**src/qsht_defines.vh**
```
// constants shared by the quad serial host target files
`ifndef QSHT_DEFINES_VH
`define QSHT_DEFINES_VH

// host interface modes taken from the boot straps
`define QSHT_MODE_STD   2'h0
`define QSHT_MODE_DUAL  2'h1
`define QSHT_MODE_QUAD  2'h2
`define QSHT_MODE_ETH   2'h3

// frame layout, counted in serial bits; the turnaround is counted in serial clocks
`define QSHT_INSTR_BITS 6'h08
`define QSHT_WORD_BITS  6'h20
`define QSHT_TURN_LAST  6'h01
`define QSHT_READ_BIT   7
`define QSHT_DSEL_BIT   0

// lines driven per mode while answering a read
`define QSHT_LANES_STD  4'h2
`define QSHT_LANES_DUAL 4'h3
`define QSHT_LANES_QUAD 4'hf

// clocks after reset release before the straps are caught
`define QSHT_STRAP_WAIT 2'h3

`endif

```
**src/qsht_sync.v**
```verilog
// two flop synchroniser for inputs from outside the ref_clk domain
`timescale 1ns/1ps

module qsht_sync #(
  parameter W = 1
) (
  input  wire         ref_clk,
  input  wire         rst,
  input  wire         ce,
  input  wire [W-1:0] d,
  output reg  [W-1:0] q
);

  reg [W-1:0] meta_q;

  // first stage feeds only the second stage
  always @(posedge ref_clk)
  begin
    if (rst)
    begin
      meta_q <= {W{1'b0}};
      q      <= {W{1'b0}};
    end
    else if (ce)
    begin
      meta_q <= d;
      q      <= meta_q;
    end
  end

endmodule // qsht_sync

```
**src/qsht_fifo.v**
```verilog
// message fifo with a registered head word
`timescale 1ns/1ps

module qsht_fifo #(
  parameter W     = 32,
  parameter DEPTH = 16,
  parameter AW    = 4
) (
  input  wire         ref_clk,
  input  wire         rst,
  input  wire         ce,
  input  wire [W-1:0] in_data,
  input  wire         in_valid,
  output wire         in_ready,
  output reg  [W-1:0] out_data,
  output reg          out_valid,
  input  wire         out_ready,
  output wire [AW:0]  count
);

  reg  [W-1:0] mem [0:DEPTH-1];
  reg  [AW:0]  wptr_q;
  reg  [AW:0]  rptr_q;
  wire [AW:0]  mem_cnt;
  wire         push;
  wire         fetch;

  // one extra bit on the pointers tells full from empty
  assign mem_cnt  = wptr_q - rptr_q;
  assign in_ready = (mem_cnt != DEPTH[AW:0]);
  assign push     = in_valid & in_ready;
  assign fetch    = (mem_cnt != {(AW+1){1'b0}}) & (~out_valid | out_ready);
  assign count    = mem_cnt + {{AW{1'b0}}, out_valid};

  // storage has no reset, only the pointers and the head register need one
  always @(posedge ref_clk)
  begin
    if (ce & push)
      mem[wptr_q[AW-1:0]] <= in_data;
  end

  // head register refills as soon as it empties
  always @(posedge ref_clk)
  begin
    if (rst)
    begin
      wptr_q    <= {(AW+1){1'b0}};
      rptr_q    <= {(AW+1){1'b0}};
      out_valid <= 1'b0;
      out_data  <= {W{1'b0}};
    end
    else if (ce)
    begin
      if (push)
        wptr_q <= wptr_q + 1'b1;
      if (fetch)
      begin
        out_data  <= mem[rptr_q[AW-1:0]];
        out_valid <= 1'b1;
        rptr_q    <= rptr_q + 1'b1;
      end
      else if (out_ready)
        out_valid <= 1'b0;
    end
  end

endmodule // qsht_fifo

```
**src/qsht_target.v**
```verilog
// serial target port of the host interface, single, dual and quad lines
`timescale 1ns/1ps
`include "qsht_defines.vh"

module qsht_target #(
  parameter WORD_W     = 32,
  parameter FIFO_DEPTH = 16,
  parameter FIFO_AW    = 4
) (
  input  wire              ref_clk,
  input  wire              rst,
  input  wire              ce,
  input  wire              select_n,
  input  wire              serial_clk,
  input  wire [3:0]        serial_line_i,
  output reg  [3:0]        serial_line_o,
  output reg  [3:0]        serial_line_oe,
  input  wire [1:0]        mode_strap,
  input  wire              timer_out,
  output reg               shared_timer_irq_pin_o,
  output wire              shared_timer_irq_pin_oe,
  input  wire [WORD_W-1:0] msg_data,
  input  wire              msg_valid,
  output wire              msg_ready,
  output reg  [WORD_W-1:0] wr_data,
  output reg               wr_valid,
  output wire [1:0]        host_mode
);

  // ****************************************************************
  // frame phases
  // ****************************************************************
  localparam [1:0] PH_INSTR = 2'b00;
  localparam [1:0] PH_TURN  = 2'b01;
  localparam [1:0] PH_RDATA = 2'b10;
  localparam [1:0] PH_WDATA = 2'b11;

  // ****************************************************************
  // pin synchronisers and edge detect
  // ****************************************************************
  wire [7:0]        pins_s;
  wire              ss_s;
  wire              sclk_s;
  wire [3:0]        sio_s;
  wire [1:0]        strap_s;
  reg               sclk_q;
  wire              rise;
  wire              fall;

  qsht_sync #(
    .W (8)
  ) u_sync (
    .ref_clk (ref_clk),
    .rst     (rst),
    .ce      (ce),
    .d       ({mode_strap, serial_line_i, serial_clk, select_n}),
    .q       (pins_s)
  );

  assign ss_s    = pins_s[0];
  assign sclk_s  = pins_s[1];
  assign sio_s   = pins_s[5:2];
  assign strap_s = pins_s[7:6];

  // edges are found on the synchronised clock, never on the raw pin
  assign rise = sclk_s & ~sclk_q;
  assign fall = ~sclk_s & sclk_q;

  // last synchronised clock level; resets to the idle low of the pin
  // so no false edge follows reset
  always @(posedge ref_clk)
  begin
    if (rst)
      sclk_q <= 1'b0;
    else if (ce)
      sclk_q <= sclk_s;
  end

  // ****************************************************************
  // strap capture
  // ****************************************************************
  reg  [1:0] mode_q;
  reg  [1:0] strap_cnt_q;
  reg        strap_done_q;
  wire       eth_mode;
  wire       deselect;

  // straps are read once the synchroniser holds real pin values
  always @(posedge ref_clk)
  begin
    if (rst)
    begin
      mode_q       <= `QSHT_MODE_STD;
      strap_cnt_q  <= 2'h0;
      strap_done_q <= 1'b0;
    end
    else if (ce & ~strap_done_q)
    begin
      if (strap_cnt_q == `QSHT_STRAP_WAIT)
      begin
        mode_q       <= strap_s;
        strap_done_q <= 1'b1;
      end
      else
        strap_cnt_q <= strap_cnt_q + 2'h1;
    end
  end

  assign host_mode = mode_q;
  assign eth_mode  = (mode_q == `QSHT_MODE_ETH);

  // ethernet host mode or no straps yet keeps the port deselected
  assign deselect  = ss_s | eth_mode | ~strap_done_q;

  // ****************************************************************
  // per mode line width and lane masks
  // ****************************************************************
  reg  [5:0] lanes_w;
  reg  [3:0] lane_mask;
  reg  [3:0] in_bits;

  // msb of each group sits on the highest active line
  always @*
  begin
    case (mode_q)
      `QSHT_MODE_DUAL:
      begin
        lanes_w   = 6'h02;
        lane_mask = `QSHT_LANES_DUAL;
        in_bits   = {2'b00, sio_s[1:0]};
      end
      `QSHT_MODE_QUAD:
      begin
        lanes_w   = 6'h04;
        lane_mask = `QSHT_LANES_QUAD;
        in_bits   = sio_s;
      end
      default:
      begin
        lanes_w   = 6'h01;
        lane_mask = `QSHT_LANES_STD;
        in_bits   = {3'b000, sio_s[0]};
      end
    endcase
  end

  // ****************************************************************
  // message fifo towards the host
  // ****************************************************************
  wire [WORD_W-1:0]  head_data;
  wire               head_valid;
  wire               head_pop;
  wire [FIFO_AW:0]   fifo_cnt;
  wire [WORD_W-1:0]  len_bytes;

  qsht_fifo #(
    .W     (WORD_W),
    .DEPTH (FIFO_DEPTH),
    .AW    (FIFO_AW)
  ) u_fifo (
    .ref_clk   (ref_clk),
    .rst       (rst),
    .ce        (ce),
    .in_data   (msg_data),
    .in_valid  (msg_valid),
    .in_ready  (msg_ready),
    .out_data  (head_data),
    .out_valid (head_valid),
    .out_ready (head_pop),
    .count     (fifo_cnt)
  );

  // every stored word is four bytes of message
  assign len_bytes = {{(WORD_W-FIFO_AW-3){1'b0}}, fifo_cnt, 2'b00};

  // ****************************************************************
  // shift state
  // ****************************************************************
  reg  [1:0]        phase_q;
  reg  [5:0]        cnt_q;
  reg  [WORD_W-1:0] in_q;
  reg  [WORD_W-1:0] out_q;
  reg               dsel_q;
  wire [5:0]        cnt_nx;
  wire [WORD_W-1:0] in_nx;
  wire              instr_end;
  wire              instr_rd;
  wire              word_end;
  wire              load;
  wire              sel_data;
  wire [WORD_W-1:0] load_word;

  assign cnt_nx    = cnt_q + lanes_w;
  assign in_nx     = (in_q << lanes_w) | {{(WORD_W-4){1'b0}}, in_bits};
  assign instr_end = (phase_q == PH_INSTR) & (cnt_nx == `QSHT_INSTR_BITS);
  assign instr_rd  = in_nx[`QSHT_READ_BIT];
  assign word_end  = (cnt_nx == `QSHT_WORD_BITS);

  // standard mode has no turnaround, so its first word loads at once
  assign load = rise & ~deselect &
                ((instr_end & instr_rd & (mode_q == `QSHT_MODE_STD)) |
                 ((phase_q == PH_TURN) & (cnt_q == `QSHT_TURN_LAST)) |
                 ((phase_q == PH_RDATA) & word_end));

  assign sel_data  = (phase_q == PH_INSTR) ? in_nx[`QSHT_DSEL_BIT] : dsel_q;

  // an empty fifo answers zeros rather than stalling the host
  assign load_word = sel_data ? (head_valid ? head_data : {WORD_W{1'b0}})
                              : len_bytes;
  assign head_pop  = load & sel_data & head_valid;

  // ****************************************************************
  // frame sequencer, acts on synchronised serial clock edges
  // ****************************************************************
  always @(posedge ref_clk)
  begin
    if (rst)
    begin
      phase_q  <= PH_INSTR;
      cnt_q    <= 6'h00;
      in_q     <= {WORD_W{1'b0}};
      out_q    <= {WORD_W{1'b0}};
      dsel_q   <= 1'b0;
      wr_data  <= {WORD_W{1'b0}};
      wr_valid <= 1'b0;
    end
    else if (ce)
    begin
      wr_valid <= 1'b0;
      if (deselect)
      begin
        // a half word is dropped, next selection starts fresh
        phase_q <= PH_INSTR;
        cnt_q   <= 6'h00;
      end
      else if (rise)
      begin
        case (phase_q)
          PH_INSTR:
          begin
            in_q <= in_nx;
            if (instr_end)
            begin
              cnt_q  <= 6'h00;
              dsel_q <= in_nx[`QSHT_DSEL_BIT];
              if (~instr_rd)
                phase_q <= PH_WDATA;
              else if (mode_q == `QSHT_MODE_STD)
              begin
                phase_q <= PH_RDATA;
                out_q   <= load_word;
              end
              else
              begin
                phase_q <= PH_TURN;
                out_q   <= {WORD_W{1'b0}};
              end
            end
            else
              cnt_q <= cnt_nx;
          end
          PH_TURN:
          begin
            if (cnt_q == `QSHT_TURN_LAST)
            begin
              phase_q <= PH_RDATA;
              cnt_q   <= 6'h00;
              out_q   <= load_word;
            end
            else
              cnt_q <= cnt_q + 6'h01;
          end
          PH_RDATA:
          begin
            // reads run word after word until select rises
            if (word_end)
            begin
              cnt_q <= 6'h00;
              out_q <= load_word;
            end
            else
            begin
              cnt_q <= cnt_nx;
              out_q <= out_q << lanes_w;
            end
          end
          default:
          begin
            in_q <= in_nx;
            if (word_end)
            begin
              cnt_q    <= 6'h00;
              wr_data  <= in_nx;
              wr_valid <= 1'b1;
            end
            else
              cnt_q <= cnt_nx;
          end
        endcase
      end
    end
  end

  // ****************************************************************
  // line drivers, updated on falling edges
  // ****************************************************************
  // the host samples on the rising edge, so data moves on the falling
  always @(posedge ref_clk)
  begin
    if (rst)
    begin
      serial_line_o  <= 4'h0;
      serial_line_oe <= 4'h0;
    end
    else if (ce)
    begin
      if (deselect)
      begin
        serial_line_o  <= 4'h0;
        serial_line_oe <= 4'h0;
      end
      else if (fall)
      begin
        if ((phase_q == PH_RDATA) | (phase_q == PH_TURN))
          serial_line_oe <= lane_mask;
        else
          serial_line_oe <= 4'h0;
        case (mode_q)
          `QSHT_MODE_QUAD:
            serial_line_o <= out_q[WORD_W-1:WORD_W-4];
          `QSHT_MODE_DUAL:
            serial_line_o <= {2'b00, out_q[WORD_W-1:WORD_W-2]};
          default:
            serial_line_o <= {2'b00, out_q[WORD_W-1], 1'b0};
        endcase
      end
    end
  end

  // ****************************************************************
  // shared timer / interrupt pin
  // ****************************************************************
  // outside ethernet mode the level stays high while words wait, host acts on its rising edge
  always @(posedge ref_clk)
  begin
    if (rst)
      shared_timer_irq_pin_o <= 1'b0;
    else if (ce)
    begin
      if (eth_mode)
        shared_timer_irq_pin_o <= timer_out;
      else
        shared_timer_irq_pin_o <= head_valid;
    end
  end

  // the pin is always an output of this block
  assign shared_timer_irq_pin_oe = 1'b1;

endmodule // qsht_target

```
**config.mk**
```make
export PLATFORM = sky130hd
export DESIGN_NAME = qsht_target
export DESIGN_NICKNAME = d
export VERILOG_FILES = /design/src/qsht_sync.v /design/src/qsht_fifo.v /design/src/qsht_target.v
export VERILOG_INCLUDE_DIRS = /design/src
export SDC_FILE = /design/constraint.sdc
export NUM_CORES = 1
export LEC_CHECK = 0
export BUFFER_PORTS_ARGS = -buffer_cell sky130_fd_sc_hd__buf_2
export CELL_PAD_IN_SITES_DETAIL_PLACEMENT = 1
export CELL_PAD_IN_SITES_GLOBAL_PLACEMENT = 1
export CORE_AREA = 10 10 280 255
export DETAILED_ROUTE_END_ITERATION = 6
export DIE_AREA = 0 0 290 265
export PLACE_DENSITY = 0.72
export SYNTH_ARGS = -nofsm -noshare
export SYNTH_HDL_FRONTEND = slang
export SYNTH_SLANG_ARGS = --single-unit
```
**constraint.sdc**
```tcl
create_clock -name ref_clk -period 6.5 [get_ports ref_clk]
set_clock_uncertainty 0.05 [all_clocks]
set_input_delay 1.3 -clock ref_clk [delete_from_list [all_inputs] [get_ports ref_clk]]
set_output_delay 1.3 -clock ref_clk [all_outputs]
set_load 0.005 [all_outputs]
```
# Word-level counts from Yosys, hierarchy flattened
# Memories as Yosys holds them, arrays and structs flattened. A register that Yosys moved wholly into a read port is not among the register bits.
# Index checks and enable logic that the tools add are counted.
dict set report word_totals {
  register_bits 148
  ramBits 512
  input_bits 45
  output_inout_bits 46
  elab_cells 136
  n_memories 1
}
dict set report op_classes {
  addsub 7
  n_eq_ne 15
  shifts 2
  mux 40
  bitwise 30
  n_reduce_logical 22
}
# memory depth width read_ports rd_ports_with_merged_regs write_ports line
set mem_list {}
lappend mem_list {u_fifo.mem 16 32 1 1 1 qsht_fifo.v:21} ;# reg [W-1:0] mem [0:DEPTH-1];
# operator count
set op_table {}
lappend op_table {{$mux W32} 7}
lappend op_table {{$pmux W32 S3} 1}
lappend op_table {{$shl A32 B6 Y32} 2}
lappend op_table {{$or A32 B4 Y32} 1}
lappend op_table {{$mux W6} 5}
lappend op_table {{$pmux W4 S2} 3}
lappend op_table {{$mux W4} 5}
lappend op_table {{$and A1 B1 Y1} 15}
lappend op_table {{$reduce_and A5 Y1} 3}
lappend op_table {{$reduce_and A2 Y1} 7}
lappend op_table {{$mux W2} 6}
lappend op_table {{$pmux W6 S2} 1}
lappend op_table {{$add A5 B1 Y5 const B} 2}
lappend op_table {{$mux W1} 10}
lappend op_table {{$eq A2 B2 Y1 const B} 4}
lappend op_table {{$not A1 Y1} 8}
lappend op_table {{$reduce_and A7 Y1} 1}
lappend op_table {{$add A6 B1 Y6 const B} 1}
lappend op_table {{$add A6 B6 Y6} 1}
lappend op_table {{$eq A6 B1 Y1 const B} 1}
lappend op_table {{$eq A6 B4 Y1 const B} 1}
lappend op_table {{$eq A6 B6 Y1 const B} 1}
lappend op_table {{$ne A2 B2 Y1 const B} 3}
lappend op_table {{$ne A3 B3 Y1 const B} 2}
lappend op_table {{15 further kinds} 25}

# Depth between registers and ports, before layout
# Gate-level depths: netlist of the first run.
dict set report logic_depth {
  depth_word 16
  depth_mapped 17
  ltp_nobuf 13
}

# Modules after synthesis
# Synthesis of the first run repeated with hierarchy kept, for this count alone.
dict set report hier_totals {
  cells_unflattened 1922
  area_unflattened_um2 29544.6
}
# module instances cells_each area_per_inst_um2 seq_area_each_um2
set modules_own_cells {}
lappend modules_own_cells {qsht_fifo 1 1021 21261.6 16235.6}
lappend modules_own_cells {qsht_target 1 849 7702.4 2402.3}
lappend modules_own_cells {qsht_sync 1 52 580.6 320.3}

# Worst setup path before layout of the first run
# Ideal clock, no wire load.
dict set report synth_path {
  path_type {register to register}
  start {reg u_fifo.rptr_q[1]}
  end {mem u_fifo.mem[3][0], enable pin}
  setup_ns 0.461
  arrival_time_ns 4.877
  t_required_ns 5.989
  path_slack_ns 1.112
  stages_incl_launch_ff 13
  n_path_buf 3
  period_less_slack_ns 5.388
  cell_sequence {dfxtp_1 clkbuf_1 clkbuf_1 inv_1 fa_1 a21o_1 a21oi_1 xnor2_1 inv_1 o211a_1 clkbuf_1 nand2_1 nor3_1}
}
dict set report synth_via {
  elab_chain_len 6
}
# element line
set synth_rtl {}
lappend synth_rtl {{start, declared} qsht_fifo.v:23} ;# reg [AW:0] rptr_q;
lappend synth_rtl {{start signal, assigned} qsht_fifo.v:48} ;# rptr_q <= {(AW+1){1'b0}};
lappend synth_rtl {{start signal, assigned} qsht_fifo.v:60} ;# rptr_q <= rptr_q + 1'b1;
lappend synth_rtl {{$sub A5 B5 Y5} qsht_fifo.v:29} ;# assign mem_cnt = wptr_q - rptr_q;
lappend synth_rtl {{$ne A5 B5 Y1} qsht_fifo.v:30} ;# assign in_ready = (mem_cnt != DEPTH[AW:0]);
lappend synth_rtl {{$and A1 B1 Y1} qsht_fifo.v:31} ;# assign push = in_valid & in_ready;
lappend synth_rtl {{$and A1 B1 Y1} qsht_fifo.v:38} ;# if (ce & push)
lappend synth_rtl {{$mux W1} qsht_fifo.v:38}
lappend synth_rtl {{$mux W1 (implied by the code)} qsht_fifo.v:39} ;# mem[wptr_q[AW-1:0]] <= in_data;
lappend synth_rtl {{end, declared} qsht_fifo.v:21}
# No other way between the ends.

# Worst setup path after layout of the first run
dict set report layout_path {
  start {reg mode_q[0] (netlist: host_mode[0])}
  end {reg out_q[0]}
}
dict set report layout_via {
  elab_chain_len 10
  elab_cells_between_ends 26
  cone_classes {add/sub: 1; eq/ne: 7; shift: 2; mux: 9; bitwise: 5; reduce/logical: 2}
}
# element line
set layout_rtl {}
lappend layout_rtl {{start, declared} qsht_target.v:82} ;# reg [1:0] mode_q;
lappend layout_rtl {{start signal, assigned} qsht_target.v:93} ;# mode_q <= `QSHT_MODE_STD;
lappend layout_rtl {{start signal, assigned} qsht_target.v:101} ;# mode_q <= strap_s;
lappend layout_rtl {{$eq A2 B2 Y1 or $eq A2 B1 Y1 (tied branches)} qsht_target.v:125} ;# case (mode_q)
lappend layout_rtl {{$pmux W3 S2} qsht_target.v:125}
lappend layout_rtl {{$shl A32 B6 Y32} qsht_target.v:194} ;# assign in_nx = (in_q << lanes_w) | {{(WORD_W-4){1'b0}}, in_bits};
lappend layout_rtl {{$or A32 B4 Y32} qsht_target.v:194}
lappend layout_rtl {{$mux W1} qsht_target.v:205} ;# assign sel_data = (phase_q == PH_INSTR) ? in_nx[`QSHT_DSEL_BIT] : dsel_q;
lappend layout_rtl {{$mux W32} qsht_target.v:208} ;# assign load_word = sel_data ? (head_valid ? head_data : {WORD_W{1'b0}})
lappend layout_rtl {{$mux W32} qsht_target.v:248} ;# else if (mode_q == `QSHT_MODE_STD)
lappend layout_rtl {{$mux W32} qsht_target.v:246} ;# if (~instr_rd)
lappend layout_rtl {{$mux W32} qsht_target.v:242} ;# if (instr_end)
lappend layout_rtl {{$pmux W32 S3} qsht_target.v:238} ;# case (phase_q)
lappend layout_rtl {{end signal, assigned} qsht_target.v:251} ;# out_q <= load_word;
lappend layout_rtl {{end signal, assigned} qsht_target.v:256} ;# out_q <= {WORD_W{1'b0}};
lappend layout_rtl {{end signal, assigned} qsht_target.v:268} ;# out_q <= load_word;
lappend layout_rtl {{end, declared} qsht_target.v:182} ;# reg [WORD_W-1:0] out_q;
# Several ways; a longest one is shown, not always the timed one. The select of a mux whose other input is x is not followed.
# A chain may end at the register's enable or synchronous reset.

==> results of run 1 <==
-- registers in the layout, indices dropped and copies added (netlist names), 5 cells and up --
name,flops
u_fifo.mem,512
in_q,32
out_q,32
u_fifo.out_data,32
wr_data,32
u_sync.meta_q,8
u_sync.q,8
cnt_q,6
u_fifo.rptr_q,5
u_fifo.wptr_q,5
-- report_power, final --
group	total [W]	switching [W]	internal, W
logic	0.00143	0.000717	0.000710
clock network	0.00422	0.00175	0.00246
registers	0.00494	0.0000883	0.00485
-- worst min-delay path by stage --
| stage | startpoint | to | slack, ns | cells after the start |
|---|---|---|---|---|
| floorplan | u_fifo.out_data[0] | out_q[0] | 0.40 | 2 |
| global placement | wr_data[1] | wr_data[1] | 0.42 | 2 |
| detailed placement | u_sync.meta_q[7] | u_sync.meta_q[7] | 0.44 | 2 |
| CTS | wr_data[14] | wr_data[14] | 0.45 | 2 |
| global route | wr_data[12] | wr_data[12] | 0.48 | 2 |
| finish | u_sync.meta_q[7] | u_sync.meta_q[7] | 0.44 | 2 |
-- stage by stage --
stage               cell area [um2]  total power [W]
floorplan                     29200          0.00609
global placement              30600          0.00643
detailed placement            30600          0.00648
CTS                           33000           0.0107
global route                  33000           0.0110
finish                        33000           0.0106
-- per-layer routing --
metal	vias to the layer above	global-route usage [%]
met5	-	0
met4	10	5.12
met3	102	3.60
met2	341	31.3
met1	8677	23.7
li1	7288	-
-- cell families (layout without fill, tap and decap cells) --
group	Yosys count	after routing	share of synthesized area, %
DFF	691	691	65.0
buffers and inverters	158	281	2.23
xor gates and xnor gates	18	18	0.631
adders and majority gates	27	27	1.18
AOI/OAI and AO/OA	222	222	5.23
muxes	308	308	19.6
and+or+nand+nor	393	393	6.16
other	1	2	0.0129
-- synth_stat cells, drive strengths merged (3+ instances only) --
master / number / area share (%)
dfxtp: 179 / 12
mux2: 6 / 0.23
a32oi: 5 / 0.15
a21oi: 56 / 0.97
clkbuf: 94 / 1.2
or3: 3 / 0.064
nor3: 48 / 1.2
a211oi: 97 / 2.5
a31oi: 5 / 0.11
nor4: 3 / 0.064
ha: 26 / 1.1
buf: 38 / 0.68
nor2b: 8 / 0.17
o21ai: 21 / 0.36
nand3: 18 / 0.31
inv: 25 / 0.32
edfxtp: 512 / 53
nor3b: 3 / 0.077
mux4: 209 / 16
a22oi: 6 / 0.15
mux2i: 93 / 3.2
a21o: 4 / 0.10
nor2: 216 / 2.8
o211ai: 5 / 0.22
nand2: 70 / 0.90
nand4: 3 / 0.064
and3: 5 / 0.11
xnor2: 12 / 0.42
xor2: 6 / 0.21
and2: 4 / 0.086
o22ai: 3 / 0.064
nand2b: 4 / 0.086
o31ai: 3 / 0.077
-- cell type report --
type                       count  area (um2)  share of cell area, %
antenna                        1        2.50                0.00758
clock buffer                  88        1930                   5.86
clock inverter                42         502                   1.52
inverter                      26        97.6                  0.296
multi-input combinational    969        9700                   29.4
sequential                   691       19000                   57.5
tap                          864        1080                   3.27
timing repair buffer         125         722                   2.19
-- worst max-delay path: stages (launching register included) --
cell and delay (ns):
dfxtp_1 0.43, inv_1 0.14, ha_4 0.55, clkinv_1 0.38, ha_1 0.33, ha_1 0.21, a21oi_2 0.19, o21ai_1 0.17
a21oi_1 0.33, o21ai_0 0.13, o41ai_1 0.40, and4_1 1.11, nand3_1 0.20, a21oi_1 0.18
==> results.md, run 1 <==
- Status: completed
- Post-CTS Hold Fix Bufs: 0
- Max VDD drop: 0.000239 V
- Clk root buf: clkbuf_16
- Avg Synthesized Cell Area: 16.0 um2
- Share of flip-flops with an asynchronous set or reset: 0%
- FILL cells: 6208
- CTS clk-pin slew, worst paths: 0.06 ns
- #FFs+latches synth: 691
- Most frequent cells in the layout: edfxtp_1 (512), mux4_2 (209), nor2_1 (203)
- Max cap viols: 0
- Worst endpoint required time: 6.99 ns
- Tot GR Track Use: 18.3%
- Yosys synthesis warning count: 0
- M1 wire length: 30000 um
- Die Ht: 265 um
- Synthesized instance count: 1818
- Worst Reg2Reg Path Length in Cells: 13
- CTS Buf Count: 73
- Post-route setup slack: 1.60 ns
- CP arrival: 5.39 ns
- Total gr overflow: 0
- Post-DR wirelength/cell: 25.2 um
- Share of cells above drive strength 1: 25.7%
- Largest net degree at the start of global routing: 113
- Worst-skew pair later-pin latency: 0.62 ns
- Initial antenna violation count: 6
- Reg2reg setup slack: 1.60 ns
- Post CTS Setup Buffer Count: 0
- PD cells: 321 nW/um2
- Rel. slew slack: 15.6%
- Met2 WL: 35900 um
- DRT iter0 DRCs: 1172
- Remaining DRCs: 0
- Post-DRT Antenna Nets: 0
- Final period util: 75.4%
- First-pass GRT wire length: 110000 um
- Final GP Congestion: 0.793
- Num ports: 91
- Initial core utilization: 44.7%
- TritonCTS clock tree: built
- Synth-to-Final Area Change: 13.2%
- IO buf count: 89
- DP Worst Slack: 1.58 ns
- Met3 WL: 3190 um
- DIE WIDTH: 290 um
- Inst Count DP: 2675
- Top Metal Used: met5
- Least-Margin Pin Slew: 1.27 ns
- Core ar.: 65300 um2
- Die ar.: 76900 um2
- Htree depth: 3
- Post-synthesis cell area: 29200 um2
- Worst hold slack: 0.442 ns
- Vias in the first global route: 17600
- Row count: 89
- Crit. End Element: flip-flop
- Final WL: 70800 um
- Max Freq: 0.204 GHz
- DP HPWL: 42800 um
- EDFF count, synth: 512
- Resize count post-CTS: 0
- Setup CP Type: flip-flop to flip-flop
- Mapped Nets: 1890
- Final setup violating endpoints: 0
- RSZ-0062 raised after global routing: false
- # clock sinks: 691
- Crit path launch type: flip-flop
- Leak Pwr: 10.4 nW
- Setup TNS Final: 0 ns
- Critical Path Fanout Max: 32
- Count of cell types in the netlist: 65
- RR Startpoint: host_mode[0]
- End of the worst register-to-register path: out_q[0]
- Final number of hold-violating endpoints: 0
- Drt first pass iters: 5
- Final Net Count: 1958
- Commonest non-fill, non-tap cell in the layout: edfxtp_1
- Critical Path Source: host_mode[0]
- Main synth FF type: edfxtp_1
- Layout Cells excl Fill: 2806
- Post-DR vias/cell: 5.85
- Minimum clock period after layout: 4.90 ns
- Routed via count: 16400
- Clock Tree Buf Depth: 3
- Hold crit path type: flip-flop to flip-flop
- Worst setup path endpoint: out_q[0]
- Sequential cell area fraction in the yosys report: 65.0%
- Fin. max-slew vios: 0
- Util after Layout: 50.6%
No activity file was read; power rests on OpenSTA's default activity.
==> inputs of run 2 (changes only) <==
==> constraint.sdc (replaced) <==
create_clock -name ref_clk -period 4.7 [get_ports ref_clk]
set_clock_uncertainty 0.05 [all_clocks]
set_input_delay 0.94 -clock ref_clk [delete_from_list [all_inputs] [get_ports ref_clk]]
set_output_delay 0.94 -clock ref_clk [all_outputs]
set_load 0.005 [all_outputs]
==> results.md, run 2 (synthesized netlist as in run 1, its figures left out) <==
- Post-CTS Hold Fix Bufs: 0
- IO buf count: 89
- Critical Path Fanout Max: 28
- First-pass GRT wire length: 110000 um
- Hold Crit Depth: 2
- Routed via count: 16400
- Failing checks: DRC
- Tot GR Track Use: 18.3%
- Clock Tree Buf Depth: 3
- Sequential power share: 47.1%
- Worst-skew pair later-pin latency: 0.63 ns
- Util after Layout: 50.8%
- Minimum clock period after layout: 4.27 ns
- Final WL: 71100 um
- RSZ-0062 raised after global routing: false
- Num ports: 91
- CP dominant cell by count: ha_1
- Share of cells above drive strength 1: 26.2%
- Fin. max-slew vios: 0
- Crit-path max cell delay: 0.61 ns
- RR Startpoint: host_mode[0]
- PD cells: 438 nW/um2
- Least-Margin Pin Slew: 1.09 ns
- Inst Count DP: 2682
- Final period util: 90.8%
- CP arrival: 4.68 ns
- Vias in the first global route: 17500
- Max cap viols: 0
- Switching Fraction: 24.4%
- Status: finished, violations left
- Die ar.: 76900 um2
- Max Freq: 0.234 GHz
- DP Worst Slack: 0.472 ns
- Clock power frac: 39.4%
- Post-DR vias/cell: 5.82
- Drt first pass iters: 7
- FILL cells: 6196
- Final GP Congestion: 0.867
- Total gr overflow: 0
- Int Pwr: 0.0110 W
- Max FFs per register: 512
- Worst Reg2Reg Path Length in Cells: 15
- Final instance area: 33200 um2
- Post-route setup slack: 0.434 ns
- Commonest non-fill, non-tap cell in the layout: edfxtp_1
- TritonCTS clock tree: built
- Logic pwr share: 13.5%
- Max VDD drop: 0.000309 V
- Rel. slew slack: 27.1%
- Post CTS Setup Buffer Count: 0
- Crit. End Element: flip-flop
- Largest net degree at the start of global routing: 131
- Core ar.: 65300 um2
- # clock sinks: 691
- Hold crit path type: flip-flop to flip-flop
- DIE WIDTH: 290 um
- Most frequent cells in the layout: edfxtp_1 (512), mux4_2 (209), nor2_1 (203)
- Initial core utilization: 44.7%
- Remaining DRCs: 2
- Final setup violating endpoints: 0
- CP Cell Sequence: inv_1, ha_4, clkinv_1, buf_4, ha_1, ha_1, a21oi_2, o21ai_1, a21oi_1, o211ai_4, o311ai_1, and2_2, buf_12, mux2i_1, nor2_1
- DP HPWL: 42700 um
- P_sw: 0.00355 W
- Post-DRT Antenna Nets: 0
- Worst endpoint required time: 5.12 ns
- Post-DP Area: 30800 um2
- Setup CP Type: flip-flop to flip-flop
- CTS Buf Count: 73
- Final number of hold-violating endpoints: 0
- # diodes: 0
- Htree depth: 3
- Leak Pwr: 10.4 nW
- Final Net Count: 1965
- Die Ht: 265 um
- CTS clk-pin slew, worst paths: 0.06 ns
- Crit path launch type: flip-flop
- HP Start: u_fifo.out_data[0]
- Layout Cells excl Fill: 2813
- Resize count post-CTS: 0
- Critical-path top delay cell: o311ai_1
- DRT iter0 DRCs: 1323
- Clk root buf: clkbuf_16
- Post-DR wirelength/cell: 25.3 um
- Critical Path Source: host_mode[0]
- Initial antenna violation count: 6
- Synth-to-Final Area Change: 13.7%
- Row count: 89
-- run 2: critical path, delay by kind of cell (launching register included) --
kind / cells / cell delay [ns]
AO/OA/AOI/OAI: 5 / 1.45
adder cells (fa/ha/maj): 3 / 0.77
buffers and inverters: 4 / 0.63
flip-flops: 1 / 0.43
multiplexers: 1 / 0.23
AND/OR/NAND/NOR: 2 / 0.51
-- run 2: metal layers --
layer	track usage, %	vias up	routed length [um]
met2	31.3	416	35700
met3	3.47	125	3630
met5	0	-	68
li1	-	7275	-
met1	23.7	8533	30100
met4	4.79	10	1620
-- run 2: path summary, 6_finish.rpt --
path / endpoint / slack, ns
min: out_q[0] / 0.44
min reg2reg: out_q[0] / 0.44
max: u_fifo.out_data[16] / 0.43
max reg2reg: u_fifo.out_data[16] / 0.43
-- run 2: final cells by class --
| class | count | area [um2] | share of cell area [%] |
|---|---|---|---|
| clock buffers | 91 | 1940 | 5.83 |
| clock inverters | 40 | 458 | 1.38 |
| inverters | 26 | 97.6 | 0.294 |
| multi-input cells | 969 | 9710 | 29.3 |
| flip-flops and latches | 691 | 19000 | 57.2 |
| well taps | 864 | 1080 | 3.26 |
| repair buffers | 132 | 925 | 2.79 |
-- run 2: stage by stage --
step           hold slack [ns]  total power, W  TNS, ns
3_5_place_dp             0.434         0.00898        0
2_1_floorplan            0.397         0.00842   -60.49
3_3_place_gp             0.418         0.00891        0
4_1_cts                  0.444          0.0147        0
6_report                 0.442          0.0145        0
5_1_grt                  0.475          0.0151        0
-- run 2: power groups by stage --
stage	sequential [W]	clock, W	combinational, W
after floorplan	0.00688	0	0.00154
final	0.00685	0.00573	0.00197
after global routing	0.00687	0.00612	0.00215
after detailed placement	0.00697	0	0.00200
after CTS	0.00685	0.00587	0.00201
after global placement	0.00697	0	0.00194
